--- src/shared/irq_ctrl_defines.svh ---
`ifndef IRQ_CTRL_DEFINES_SVH
`define IRQ_CTRL_DEFINES_SVH

// special function register addresses
`define ADDR_IRQ_ENABLE_MAIN       8'hA8
`define ADDR_IRQ_PRIORITY_MAIN     8'hB8
`define ADDR_PORT_IRQ_REQ_FLAGS    8'hC0
`define ADDR_IRQ_ENABLE_PORT_ADC   8'hE8
`define ADDR_PORT_IRQ_POLARITY     8'hE9
`define ADDR_IRQ_PRIORITY_PORT_ADC 8'hF8

// reset values
`define RST_REG8                   8'h00

// main register bit positions
`define BIT_GLOBAL_IRQ_GATE        7

// vector base and step
`define VEC_BASE                   16'h0003
`define VEC_STEP_SHIFT             3

// source count
`define NUM_SOURCES                15
`define NUM_PORT_LINES             7

`endif

--- src/shared/irq_ctrl_pkg.sv ---
package irq_ctrl_pkg;

    // source index: vector = base + index * 8
    typedef enum logic [3:0] {
        SRC_EXT0  = 4'h0,
        SRC_TMR0  = 4'h1,
        SRC_EXT1  = 4'h2,
        SRC_TMR1  = 4'h3,
        SRC_UART  = 4'h4,
        SRC_TWI   = 4'h5,
        SRC_TMR2  = 4'h6,
        SRC_EXT2  = 4'h7,
        SRC_EXT3  = 4'h8,
        SRC_EXT4  = 4'h9,
        SRC_EXT5  = 4'hA,
        SRC_EXT6  = 4'hB,
        SRC_EXT7  = 4'hC,
        SRC_EXT8  = 4'hD,
        SRC_ADC   = 4'hE
    } src_id_t;

    // register access from the core
    typedef struct packed {
        logic       wr;
        logic [7:0] addr;
        logic [7:0] wdata;
    } sfr_req_t;

    // vector request toward the core
    typedef struct packed {
        logic        req;
        logic        high;
        logic [15:0] vector;
    } vec_req_t;

endpackage

--- src/irq_ctrl.sv ---
`timescale 1ns/100ps
`include "irq_ctrl_defines.svh"
// Function
// fifteen request sources accepted
// fixed vector per source, 8-byte steps
// per-source enable blocks vectoring
// global gate bit 7 blocks everything; the code blocks only vector requests, and port flags and wake_out still rise
// main enable bit order as listed
// second enable: adc, ext 8..2
// one priority bit per source
// second priority: adc, ext 8..2
// nesting: only high preempts low
// high level wins over low
// fixed polling order within level
// port lines level, held one cycle
// port request served next cycle
// polarity register selects active level
// flag set by hardware, cleared by software
// enabled port lines raise wake
// vector strobe, level held until return
// write zero clears, set wins
module irq_ctrl
(
    input  wire logic                  clk_in,
    input  wire logic                  rst_n_in,
    input  wire irq_ctrl_pkg::sfr_req_t sfr_in,
    input  wire logic                  ext0_req_in,
    input  wire logic                  ext1_req_in,
    input  wire logic                  tmr0_req_in,
    input  wire logic                  tmr1_req_in,
    input  wire logic                  tmr2_req_in,
    input  wire logic                  twowire_req_in,
    input  wire logic                  uart_req_in,
    input  wire logic                  adc_req_in,
    input  wire logic [6:0]            port_one_lines_in,
    input  wire logic                  vec_ack_in,
    input  wire logic                  reti_in,
    output logic [7:0]                 sfr_rdata_out,
    output logic                       sfr_hit_out,
    output irq_ctrl_pkg::vec_req_t     vec_out,
    output logic                       wake_out,
    output logic [1:0]                 active_level_out
);
    import irq_ctrl_pkg::*;

    // ---------------------------------------------------------------
    // registers
    // ---------------------------------------------------------------
    logic [7:0]  irq_enable_main;
    logic [7:0]  irq_priority_main;
    logic [7:0]  port_irq_request_flags;
    logic [7:0]  irq_enable_port_adc;
    logic [7:0]  port_irq_polarity;
    logic [7:0]  irq_priority_port_adc;
    logic [6:0]  port_sync1;
    logic [6:0]  port_sync2;
    logic [6:0]  port_held;
    logic        high_active;
    logic        low_active;
    logic [14:0] pending;
    logic [14:0] enabled;
    logic [14:0] prio;
    logic [14:0] cand_high;
    logic [14:0] cand_low;
    logic [14:0] cand;
    logic        any_cand;
    logic        cand_is_high;
    logic [3:0]  win;
    logic        preempt_ok;
    logic [6:0]  port_active;
    logic [6:0]  port_set;
    logic        wr_flags;

    // polling order, highest first
    localparam logic [3:0] POLL [0:14] = '{
        4'h0, 4'h5, 4'hA, 4'h1, 4'h6, 4'hB, 4'h2, 4'h7,
        4'hC, 4'h3, 4'h8, 4'hD, 4'h4, 4'h9, 4'hE
    };

    // first source in polling order
    function automatic logic [3:0] poll_pick(input logic [14:0] req);
        logic [3:0] r;
        r = 4'h0;
        for (int i = 14; i >= 0; i--)
        begin
            if (req[POLL[i]])
            begin
                r = POLL[i];
            end
        end
        return r;
    endfunction

    function automatic logic addr_is(input logic [7:0] a,
                                     input logic [7:0] b);
        return sfr_in.wr && (a == b);
    endfunction

    // ---------------------------------------------------------------
    // register writes
    // ---------------------------------------------------------------
    // enable registers
    always_ff @(posedge clk_in or negedge rst_n_in)
    begin
        if (!rst_n_in)
        begin
            irq_enable_main     <= `RST_REG8;
            irq_enable_port_adc <= `RST_REG8;
        end
        else
        begin
            if (addr_is(sfr_in.addr, `ADDR_IRQ_ENABLE_MAIN))
            begin
                irq_enable_main <= sfr_in.wdata;
            end
            if (addr_is(sfr_in.addr, `ADDR_IRQ_ENABLE_PORT_ADC))
            begin
                irq_enable_port_adc <= sfr_in.wdata;
            end
        end
    end

    // priority and polarity registers
    always_ff @(posedge clk_in or negedge rst_n_in)
    begin
        if (!rst_n_in)
        begin
            irq_priority_main     <= `RST_REG8;
            irq_priority_port_adc <= `RST_REG8;
            port_irq_polarity     <= `RST_REG8;
        end
        else
        begin
            if (addr_is(sfr_in.addr, `ADDR_IRQ_PRIORITY_MAIN))
            begin
                irq_priority_main <= {1'b0, sfr_in.wdata[6:0]};
            end
            if (addr_is(sfr_in.addr, `ADDR_IRQ_PRIORITY_PORT_ADC))
            begin
                irq_priority_port_adc <= sfr_in.wdata;
            end
            if (addr_is(sfr_in.addr, `ADDR_PORT_IRQ_POLARITY))
            begin
                port_irq_polarity <= {1'b0, sfr_in.wdata[6:0]};
            end
        end
    end

    // ---------------------------------------------------------------
    // port lines
    // ---------------------------------------------------------------
    always_ff @(posedge clk_in or negedge rst_n_in)
    begin
        if (!rst_n_in)
        begin
            port_sync1 <= 7'h00;
            port_sync2 <= 7'h00;
            port_held  <= 7'h00;
        end
        else
        begin
            port_sync1 <= port_one_lines_in;
            port_sync2 <= port_sync1;
            port_held  <= port_active;
        end
    end

    // active level per polarity bit
    assign port_active = ~(port_sync2 ^ port_irq_polarity[6:0]);
    // held active across a whole cycle
    assign port_set    = port_active & port_held
                       & irq_enable_port_adc[6:0];
    assign wr_flags    = addr_is(sfr_in.addr, `ADDR_PORT_IRQ_REQ_FLAGS);

    // flags: set wins over software clear
    always_ff @(posedge clk_in or negedge rst_n_in)
    begin
        if (!rst_n_in)
        begin
            port_irq_request_flags <= `RST_REG8;
        end
        else if (wr_flags)
        begin
            port_irq_request_flags <= {1'b0,
                (port_irq_request_flags[6:0] & sfr_in.wdata[6:0])
                | port_set};
        end
        else
        begin
            port_irq_request_flags <= {1'b0,
                port_irq_request_flags[6:0] | port_set};
        end
    end

    // wake from enabled port lines
    assign wake_out = |(port_active & irq_enable_port_adc[6:0]);

    // ---------------------------------------------------------------
    // arbitration
    // ---------------------------------------------------------------
    // fifteen sources in vector order
    // port flags are registered, served next cycle
    assign pending = {adc_req_in, port_irq_request_flags[6:0],
                      tmr2_req_in, twowire_req_in, uart_req_in,
                      tmr1_req_in, ext1_req_in, tmr0_req_in,
                      ext0_req_in};
    // per-source enables
    assign enabled = {irq_enable_port_adc[7], irq_enable_port_adc[6:0],
                      irq_enable_main[6:0]};
    // priority bits
    assign prio    = {irq_priority_port_adc[7],
                      irq_priority_port_adc[6:0],
                      irq_priority_main[6:0]};

    // global gate
    assign cand_high = (irq_enable_main[`BIT_GLOBAL_IRQ_GATE])
                     ? (pending & enabled & prio) : 15'h0000;
    assign cand_low  = (irq_enable_main[`BIT_GLOBAL_IRQ_GATE])
                     ? (pending & enabled & ~prio) : 15'h0000;
    // high level first
    assign cand_is_high = |cand_high;
    assign cand         = cand_is_high ? cand_high : cand_low;
    assign any_cand     = |cand;
    // polling order
    assign win          = poll_pick(cand);
    // nesting gate
    assign preempt_ok   = !high_active && (cand_is_high || !low_active);

    // vector request register
    always_ff @(posedge clk_in or negedge rst_n_in)
    begin
        if (!rst_n_in)
        begin
            vec_out <= '0;
        end
        else if (vec_out.req && vec_ack_in)
        begin
            vec_out <= '0;
        end
        else if (!vec_out.req && any_cand && preempt_ok)
        begin
            vec_out.req    <= 1'b1;
            vec_out.high   <= cand_is_high;
            vec_out.vector <= `VEC_BASE
                + {9'h000, win, 3'h0};
        end
    end

    // active levels until return
    always_ff @(posedge clk_in or negedge rst_n_in)
    begin
        if (!rst_n_in)
        begin
            high_active <= 1'b0;
            low_active  <= 1'b0;
        end
        else if (vec_out.req && vec_ack_in)
        begin
            if (vec_out.high)
            begin
                high_active <= 1'b1;
            end
            else
            begin
                low_active <= 1'b1;
            end
        end
        else if (reti_in)
        begin
            if (high_active)
            begin
                high_active <= 1'b0;
            end
            else
            begin
                low_active <= 1'b0;
            end
        end
    end

    assign active_level_out = {high_active, low_active};

    // ---------------------------------------------------------------
    // register read
    // ---------------------------------------------------------------
    always_ff @(posedge clk_in or negedge rst_n_in)
    begin
        if (!rst_n_in)
        begin
            sfr_rdata_out <= 8'h00;
            sfr_hit_out   <= 1'b0;
        end
        else
        begin
            sfr_hit_out <= 1'b1;
            case (sfr_in.addr)
                `ADDR_IRQ_ENABLE_MAIN:
                    sfr_rdata_out <= irq_enable_main;
                `ADDR_IRQ_PRIORITY_MAIN:
                    sfr_rdata_out <= irq_priority_main;
                `ADDR_PORT_IRQ_REQ_FLAGS:
                    sfr_rdata_out <= port_irq_request_flags;
                `ADDR_IRQ_ENABLE_PORT_ADC:
                    sfr_rdata_out <= irq_enable_port_adc;
                `ADDR_PORT_IRQ_POLARITY:
                    sfr_rdata_out <= port_irq_polarity;
                `ADDR_IRQ_PRIORITY_PORT_ADC:
                    sfr_rdata_out <= irq_priority_port_adc;
                default:
                begin
                    sfr_rdata_out <= 8'h00;
                    sfr_hit_out   <= 1'b0;
                end
            endcase
        end
    end

endmodule

--- config.mk ---
export PLATFORM = sky130hd
export DESIGN_NAME = irq_ctrl
export DESIGN_NICKNAME = d
export VERILOG_FILES = /design/src/shared/irq_ctrl_pkg.sv /design/src/irq_ctrl.sv
export VERILOG_INCLUDE_DIRS = /design/src /design/src/shared
export SDC_FILE = /design/constraint.sdc
export NUM_CORES = 1
export LEC_CHECK = 0
export BUFFER_PORTS_ARGS = -buffer_cell sky130_fd_sc_hd__buf_2
export CAP_MARGIN = 20
export CORE_MARGIN = 2
export CORE_UTILIZATION = 33
export CTS_CLUSTER_DIAMETER = 30
export DETAILED_ROUTE_END_ITERATION = 7
export GPL_ROUTABILITY_DRIVEN = 0
export SLEW_MARGIN = 20
export SYNTH_ARGS = -nofsm -noshare
export SYNTH_HDL_FRONTEND = slang
export SYNTH_SLANG_ARGS = --single-unit
--- constraint.sdc ---
create_clock -name clk_in -period 2.8 [get_ports clk_in]
set_input_delay 0.14 -clock clk_in [delete_from_list [all_inputs] [get_ports clk_in]]
set_output_delay 0.14 -clock clk_in [all_outputs]
set_load 0.02 [all_outputs]
Word-level counts from Yosys, hierarchy flattened --
Index checks and enable logic that the tools add are counted.
Operators by class: add/subtract/negate cells 1, multiply operators 0, divide/modulo/power cells 0, order comparisons 0, eq/ne operators 9, shift operators 0, muxes and demuxes 30, bitwise operators 12, reduce and logical (&&, ||, !) cells 22
Operator list (count):
- $mux W4 | 15
- $eq A8 B8 Y1 const B | 6
- $pmux W8 S6 | 1
- $and A15 B15 Y15 | 3
- $mux W15 | 3
- $mux W18 | 2
- $reduce_or A15 Y1 | 2
- $and A7 B7 Y7 | 4
- $not A15 Y15 | 1
- $or A7 B7 Y7 | 2
- $logic_and A1 B1 Y1 | 10
- $add A2 B7 Y8 const A | 1
- $mux W1 | 8
- $mux W7 | 1
- $not A7 Y7 | 1
- $reduce_or A7 Y1 | 1
- $xor A7 B7 Y7 | 1
- $reduce_or A6 Y1 | 1
- $ne A2 B2 Y1 const B | 2
- $reduce_bool A2 Y1 | 2
- $logic_not A1 Y1 | 3
- $reduce_and A3 Y1 | 1
- $ne A2 B1 Y1 const B | 1
- $reduce_and A2 Y1 | 1
- $logic_or A1 B1 Y1 | 1
Word-level totals: bits in registers 96, latch bits 0, RAM bits 0, ROM bits 0, input bits 36, output and inout port bits 30, logic and storage cells 90, memories kept 0

Logic depth before layout (Yosys ltp) --
Gate-level depths: netlist of the first run.
depth in word-level cells 23, depth in mapped cells 10, gate-level depth less buffers 8

Least setup slack after synthesis of the first run --
No wires, ideal clock.
path type reg2reg, start register irq_enable_main[7], end register vec_out[16] (netlist name), setup time 0.123 ns, arrival time 1.894 ns, data required time 2.677 ns, path slack 0.783 ns, stages on the path, launching flop included 11, path buffers 2, clock period less this slack 2.017 ns, cells stage by stage dfrtp_1 buf_6 nand4_2 nand4_2 a21oi_4 buf_6 a31oi_1 o211a_1 a311oi_2 mux2i_1 a21boi_1
On the way: cells in the longest elaborated chain, start to end 7, elaborated cells between the ends (all ways) 12, classes of those cells mux (5); reduce/logical (7)
RTL lines:
- from (decl) | line irq_ctrl.sv:49 | logic [7:0] irq_enable_main;
- from (signal assigned) | line irq_ctrl.sv:107 | irq_enable_main <= `RST_REG8;
- from (signal assigned) | line irq_ctrl.sv:114 | irq_enable_main <= sfr_in.wdata;
- $mux W15 | line irq_ctrl.sv:216 | assign cand_high = (irq_enable_main[`BIT_GLOBAL_IRQ_GATE])
- $reduce_or A15 Y1 | line irq_ctrl.sv:221 | assign cand_is_high = |cand_high;
- $mux W15 | line irq_ctrl.sv:222 | assign cand = cand_is_high ? cand_high : cand_low;
- $reduce_or A15 Y1 | line irq_ctrl.sv:223 | assign any_cand = |cand;
- $logic_and A1 B1 Y1 (2 in a row) | line irq_ctrl.sv:240 | else if (!vec_out.req && any_cand && preempt_ok)
- $reduce_bool A2 Y1 (no line)
- to (decl) | line irq_ctrl.sv:40 | output irq_ctrl_pkg::vec_req_t vec_out,
Parallel ways exist; a longest one is shown, timed or not. The select of a mux whose other input is x is not followed. A chain may end at the register's enable or synchronous reset.

Worst setup path after layout of the first run --
start register irq_enable_main[2], end register vec_out[4] (netlist name)
On the way: cells in the longest elaborated chain, start to end 23, elaborated cells between the ends (all ways) 31, classes of those cells add/sub (1); mux (20); bitwise (3); reduce/logical (7)
RTL lines:
- $and A15 B15 Y15 (*) | line irq_ctrl.sv:217, irq_ctrl.sv:219
- $and A15 B15 Y15 | line irq_ctrl.sv:217 | ? (pending & enabled & prio) : 15'h0000;
- $mux W15 | line irq_ctrl.sv:216
- $reduce_or A15 Y1 | line irq_ctrl.sv:221
- $mux W15 | line irq_ctrl.sv:222
- $mux W4 (15 in a row) | line irq_ctrl.sv:86 | if (req[POLL[i]])
- $add A2 B7 Y8 (no line)
- $mux W18 | line irq_ctrl.sv:240
- $mux W18 | line irq_ctrl.sv:236 | else if (vec_out.req && vec_ack_in)
Every way passes the cells marked *; elsewhere a longest branch is shown, timed or not. The select of a mux whose other input is x is not followed.

==> results of run 1 <==
logic make-up after synthesis:
kind of cell	after synthesis	share of synthesized area (%)
muxes	47	14.4
buffers and inverters	30	4.68
and+or+nand+nor	117	15.4
AOI/OAI and AO/OA	78	14.8
DFF	83	49.1
other	1	0.0887
xor gates and xnor gates	7	1.45
sequential cells by signal (all words and copies together), names as in the netlist, 8 cells and up:
signal                 flops
irq_enable_main            8
irq_priority_port_adc      8
irq_enable_port_adc        8
sfr_rdata_out              8
power by group:
group | leakage [nW] | internal (W) | switching, W
clock | 0.132 | 0.000597 | 0.000490
combinational | 1.16 | 0.000118 | 0.000165
sequential | 1.06 | 0.00127 | 0.0000672
total | 2.35 | 0.00198 | 0.000723
through the flow:
stage,utilization (%),hold WS [ps]
finish,40.2,30.2
global route,40.2,52.4
floorplan,-,-156
detailed placement,37.2,249
CTS,39.9,29.3
global placement,37.2,247
layer usage:
metal | up-vias | GRT usage (%)
met1 | 1597 | 24.3
met4 | 0 | 5.10
met3 | 17 | 4.12
li1 | 1507 | -
met2 | 105 | 24.6
met5 | - | 0
how the worst min path moves through the flow:
| stage | start | end | slack [ps] | depth (start not counted) |
|---|---|---|---|---|
| 6_report | sfr_in[7] | irq_enable_port_adc[7] | 30 | 2 |
| 5_1_grt | sfr_in[7] | irq_enable_port_adc[7] | 50 | 2 |
| 4_1_cts | sfr_in[7] | irq_enable_port_adc[7] | 30 | 2 |
| 3_5_place_dp | port_one_lines_in[4] | port_sync1[4] | 250 | 1 |
| 3_3_place_gp | port_one_lines_in[1] | port_sync1[1] | 250 | 1 |
| 2_1_floorplan | rst_n_in | high_active | -160 | 0 |
what timing repair did:
action / 4_1_cts / 5_1_grt
setup endpoints to repair: 0 / 2
setup buffers: 0 / 4
hold buffers: 7 / 1
resized for setup: 0 / 1
endpoints found under the hold margin: 7 / 83
synth_stat cells (6+ instances only):
| library cell | count | area, um2 |
|---|---|---|
| o2111a_1 | 6 | 67.6 |
| xnor2_1 | 7 | 61.3 |
| nand4_1 | 8 | 50.1 |
| o2111ai_1 | 7 | 61.3 |
| dfrtp_1 | 83 | 2080 |
| buf_4 | 15 | 113 |
| mux2_2 | 30 | 338 |
| o21ai_0 | 12 | 60.1 |
| a22oi_1 | 7 | 52.6 |
| and3_1 | 7 | 43.8 |
| nand3_1 | 19 | 95.1 |
| nand2_1 | 50 | 188 |
| mux2_1 | 8 | 90.1 |
| mux4_2 | 6 | 135 |
worst max-delay path, cell delays in order, from the launching register on:
cell and delay [ps]:
dfrtp_1 430, nand3_1 180, nand4_2 160, a21oi_4 350, and2_4 300, o2111ai_1 290
nor2b_1 250, a221oi_1 290, o2bb2ai_1 90
cell type report:
class	instances	area share, %
clock buffer	9	4.46
clock inverter	6	0.792
inverter	5	0.371
multi-input combinational	259	39.3
sequential	83	41.1
tap	172	4.26
timing repair buffer	80	9.68
==> results.md, run 1 <==
* Result of the run: completed
* Slew at the pin closest to its max-slew limit at about 760 ps
* Number of max-cap violations at 0
* Final std cells w/o fill at 614
* Placed standard-cell area at 0.00467 mm2
* Async set-reset flop share out of synthesis at 100%
* Buffer cell driving the clock tree root: clkbuf_16
* Synthesis-to-finish area growth at 19.5%
* Cell variety after synth at a little over 60
* Flip-flop and latch area at 0.00208 mm2
* Crit path max fanout at 13
* Dpl ws at around 230 ps
* Remaining Overflow, GRT at 0
* Clock skew at about 12 ps
* Critical path start-end classification: flop to flop
* Commonest cells after routing, fill and taps aside: dfrtp_1, buf_2, nand2_1, mux2_2, nand3_1
* Final worst-path setup slack at 328 ps
* Routed Wire Length at 10.7 mm
* Final cycle utilization of the critical path at 88.3%
* Number of nets in the layout at 474
* Combined area of the multi-input logic cells at 0.00199 mm2
* Maximum clock frequency at 0.405 GHz
* Number of setup violations in the final report at 0
* CP Capture Point: vec_out[4]
* Layout cells sized above 1 at between 30 and 40%
* Total number of placement rows at 41
* Share of synthesized area occupied by flip-flops and latches at 49.1%
* Horizontal die dimension at 117 um
* Post-detailed-placement half-perimeter wirelength at 7.64 mm
* TritonCTS clock tree: built
* Power density over the cells at ~540 mW/mm2
* I/O Buffers at 55
* Peak supply drop at 0.000395 V
* Wire length on met3 at 701 um
* Via count of the first global-routing pass at 3114
* Beginning of the critical path: irq_enable_main[2]
* Total routed wire length on the met1 layer at 5.09 mm
* Final ANT Viol Nets at 0
* Number of remaining DRC errors at 0
* Worst skew pair latency at 350 ps
* Post-synthesis cell area at approximately 0.0042 mm2
* Number of design-rule violations left by the first detailed-router iteration at approximately 250
* Overall die area at 0.0137 mm2
* Post-Place Cells at just under 600
* Reg-to-reg critical path endpoint: vec_out[4]
* Commonest register cell after synthesis: dfrtp_1
* Initial standard-cell utilization of the core at 33.6%
* CTS sink count at 83
* Worst R2R Path Depth at 8
* Max Used Layer: met4
* Post-synthesis register bit count at 83
* Maximum number of pins on one net before global-route repair at 84
* Final Cell Area at roughly 0.005 mm2
* Clk pin slew, worst setup/hold paths at 70 ps
* Number of standard cells after synthesis at between 300 and 400
* Count of antenna diodes in the layout at 0
* Sum of negative setup slack at 0 ps
* CTS buffer count at 9
* Wire length of the first global-routing pass at 17.2 mm
* GR Util All Layers at 16.7%
* Worst path arrival time at 2690 ps
* Vias after detailed routing at 3226
* Most common cell after layout, fill and taps aside: dfrtp_1
* H-tree Lvls at 3
* Total I/O pin count at 66
* Count of final max-slew check failures at 0
* Setup repair after global routing missed its margin: false
* Headroom to the max-slew limit at 49.2%
* Initial antenna violation count at 0
* Yosys Warn Count at 0
* Die height at approximately 120 um
* Final min period at 2470 ps
* Detailed-router iteration count before antenna repair at 4
* Register-to-register path setup slack at 330 ps
* Type of the worst min-delay path: primary input to flop
* Clock tree buffer depth at 2
* Per-cell routed wire length at around 17 um
* Final Power at 0.00270 W
* Mean instance size in the synthesized netlist at 11.6 um2
* Static leakage at 2.35 nW
* Critical Path Sink Type: flop
* Routed wl met2 at approximately 4.8 mm
* Required time of the critical path at 3020 ps
* Number of enable flip-flop cells after synthesis at 0
* Floorplan core area at 0.0126 mm2
* Worst R2R Start: irq_enable_main[2]
* Crit start category: flop
* Vias per cell at ~5.3
* Hold violation total from the final report at 0
* Count of fill cells added during filler insertion at 1225
Power figures use the tool's default switching activity.
==> run 2, diff against run 1 <==
--- a/config.mk
+++ b/config.mk
@@ -8,11 +8,13 @@
 export LEC_CHECK = 0
 export BUFFER_PORTS_ARGS = -buffer_cell sky130_fd_sc_hd__buf_2
 export CAP_MARGIN = 20
-export CORE_MARGIN = 2
+export CORE_MARGIN = 3
 export CORE_UTILIZATION = 33
 export CTS_CLUSTER_DIAMETER = 30
 export DETAILED_ROUTE_END_ITERATION = 7
 export GPL_ROUTABILITY_DRIVEN = 0
+export HOLD_SLACK_MARGIN = 0.05
+export PLACE_DENSITY = 0.52
 export SLEW_MARGIN = 20
 export SYNTH_ARGS = -nofsm -noshare
 export SYNTH_HDL_FRONTEND = slang
==> results.md, run 2 (synthesis results as in run 1) <==
* GR Util All Layers at between 10% and 20%
* Hold violation total from the final report at 0
* Number of setup violations in the final report at 0
* Final core area utilization at 41.2%
* H-tree Lvls at 3
* Hold worst-path end: high_active
* TritonCTS clock tree: built
* Crit start category: flop
* Die height at 119 um
* Total net switching power at roughly 0.00076 W
* Sequence of cells on the critical path: buf_4, a21oi_4, and2_4, o2111ai_1, o221a_2, o31ai_1, a32o_1
* Most common cell after layout, fill and taps aside: dfrtp_1
* Type of the worst min-delay path: primary input to flop
* Number of design-rule violations left by the first detailed-router iteration at roughly 170
* Routing usage on met3 at roughly 3.5%
* Number of instances resized during post-cts repair at 0
* Final Cell Area at a little over 0.005 mm2
* Beginning of the critical path: irq_enable_main[7]
* Setup repair after global routing missed its margin: false
* Layout cells sized above 1 at between 30% and 40%
* Count of antenna diodes in the layout at 0
* Power density over the cells at ~560 mW/mm2
* Critical path start-end classification: flop to flop
* Register-to-register path setup slack at 300 ps
* Count of final max-slew check failures at 0
* Maximum clock frequency at 0.400 GHz
* Initial standard-cell utilization of the core at 34.5%
* Clock skew at 4.76 ps
* Number of cells on the worst hold path at 2
* Worst skew pair latency at ~340 ps
* Per-cell routed wire length at 17.8 um
* Vias after detailed routing at approximately 3200
* Global-route met2 utilization at 24.1%
* Final ANT Viol Nets at 0
* Placed standard-cell area at 0.00465 mm2
* Peak supply drop at 0.000372 V
* Floorplan core area at 0.0123 mm2
* Count of buffers added by post-CTS timing repair for setup at 0
* Total number of placement rows at 40
* Number of remaining DRC errors at 0
* Sum of negative setup slack at 0 ps
* Worst R2R Start: irq_enable_main[7]
* Sequential group share of total power at about 47%
* Worst-path cell with the longest stage delay: dfrtp_1
* Static leakage at 2.35 nW
* Count of fill cells added during filler insertion at 1206
* Busiest grt layer: met2
* Final min period at approximately 2500 ps
* Power share of the clock group at 43.2%
* CTS Hold Buffers Added at 9
* Initial antenna violation count at 0
* Crit path max fanout at 28
* Reg-to-reg critical path endpoint: vec_out[3]
* Wire length of the first global-routing pass at 17.9 mm
* Flip-flop and latch area at 0.00208 mm2
* Result of the run: completed
* Cell-internal power at 0.00209 W
* Total I/O pin count at 66
* Worst R2R Path Depth at 7
* Headroom to the max-slew limit at 49.8%
* Clk pin slew, worst setup/hold paths at 60 ps
* Horizontal die dimension at 119 um
* Critical Path Sink Type: flop
* Commonest cells after routing, fill and taps aside: dfrtp_1, buf_2, nand2_1, mux2_2, nand3_1
* Number of nets in the layout at 469
* Number of max-cap violations at 0
* Maximum number of pins on one net before global-route repair at 84
* Part of the total power dissipated in combinational logic at 10.1%
* Routing usage on met1 at 23.5%
* Startpoint of the tightest hold check path: vec_ack_in
* Detailed-router iteration count before antenna repair at 4
* CTS buffer count at 9
* Slew at the pin closest to its max-slew limit at roughly 750 ps
* Net switching share of the total power at 26.6%
* Clock tree buffer depth at 2
* Final cycle utilization of the critical path at 89.2%
* CP peak stage delay at 480 ps
* Combined area of the multi-input logic cells at just under 0.002 mm2
* CTS sink count at 83
* Vias per cell at 5.32
* Overall die area at around 0.014 mm2
* Buffer cell driving the clock tree root: clkbuf_16
* Required time of the critical path at 3080 ps
* Remaining Overflow, GRT at 0
* Routed Wire Length at around 11 mm
* Worst path arrival time at 2780 ps
* I/O Buffers at 55
* Post-detailed-placement half-perimeter wirelength at 7.91 mm
* Via count of the first global-routing pass at 3287
* Synthesis-to-finish area growth at 19.6%
## run 2: changes by cell type in the layout (fill, tap and decap cells not counted), sizes merged
cell         previous run  this run
buf                    72        66
clkinv                  3         1
inv                     7         9
bufinv                  0         1
dlygate4sd3             8         9
## run 2: worst max-delay path by stage
stage,slack [ps],end,depth (start not counted)
2_1_floorplan,780,vec_out[16],10
3_3_place_gp,400,vec_out[3],8
3_5_place_dp,380,vec_out[3],8
4_1_cts,350,vec_out[3],7
5_1_grt,90,vec_out[4],8
6_report,300,vec_out[3],7
## run 2: metal layers
| layer | vias to the layer above | share of wire (%) |
|---|---|---|
| met5 | - | 0 |
| met4 | 0 | 1.6 |
| met3 | 14 | 6.7 |
| met2 | 107 | 45 |
| met1 | 1605 | 47 |
| li1 | 1498 | - |
## run 2: final cells by class
class | instances | area share, %
clock buffers | 9 | 4.46
clock inverters | 7 | 1.63
inverters | 5 | 0.371
multi-input cells | 259 | 39.3
flip-flops and latches | 83 | 41.1
well taps | 168 | 4.16
repair buffers | 75 | 8.99
## run 2: metrics by stage
step	hold WS, ps	setup slack [ps]	power (W)	cells
4_1_cts	75.7	352	0.00289	606
3_3_place_gp	248	397	0.00163	581
6_report	81.3	302	0.00285	606
2_1_floorplan	-156	783	0.00152	372
3_5_place_dp	250	378	0.00164	581
5_1_grt	99.4	87.4	0.00297	606
## run 2: power groups by stage
stage / logic [W] / registers [W] / clock network [W]
floorplan: 0.000157 / 0.00136 / 0
global placement: 0.000278 / 0.00135 / 0
detailed placement: 0.000281 / 0.00136 / 0
CTS: 0.000291 / 0.00133 / 0.00127
global route: 0.000318 / 0.00134 / 0.00131
finish: 0.000288 / 0.00133 / 0.00123
## run 2: worst max-delay path, delay by kind of cell, from the launching register on
| family | cells | cell delay, ps |
|---|---|---|
| AND/OR/NAND/NOR | 1 | 310 |
| flip-flops | 1 | 480 |
| buffers and inverters | 1 | 280 |
| AO/OA/AOI/OAI | 5 | 1360 |
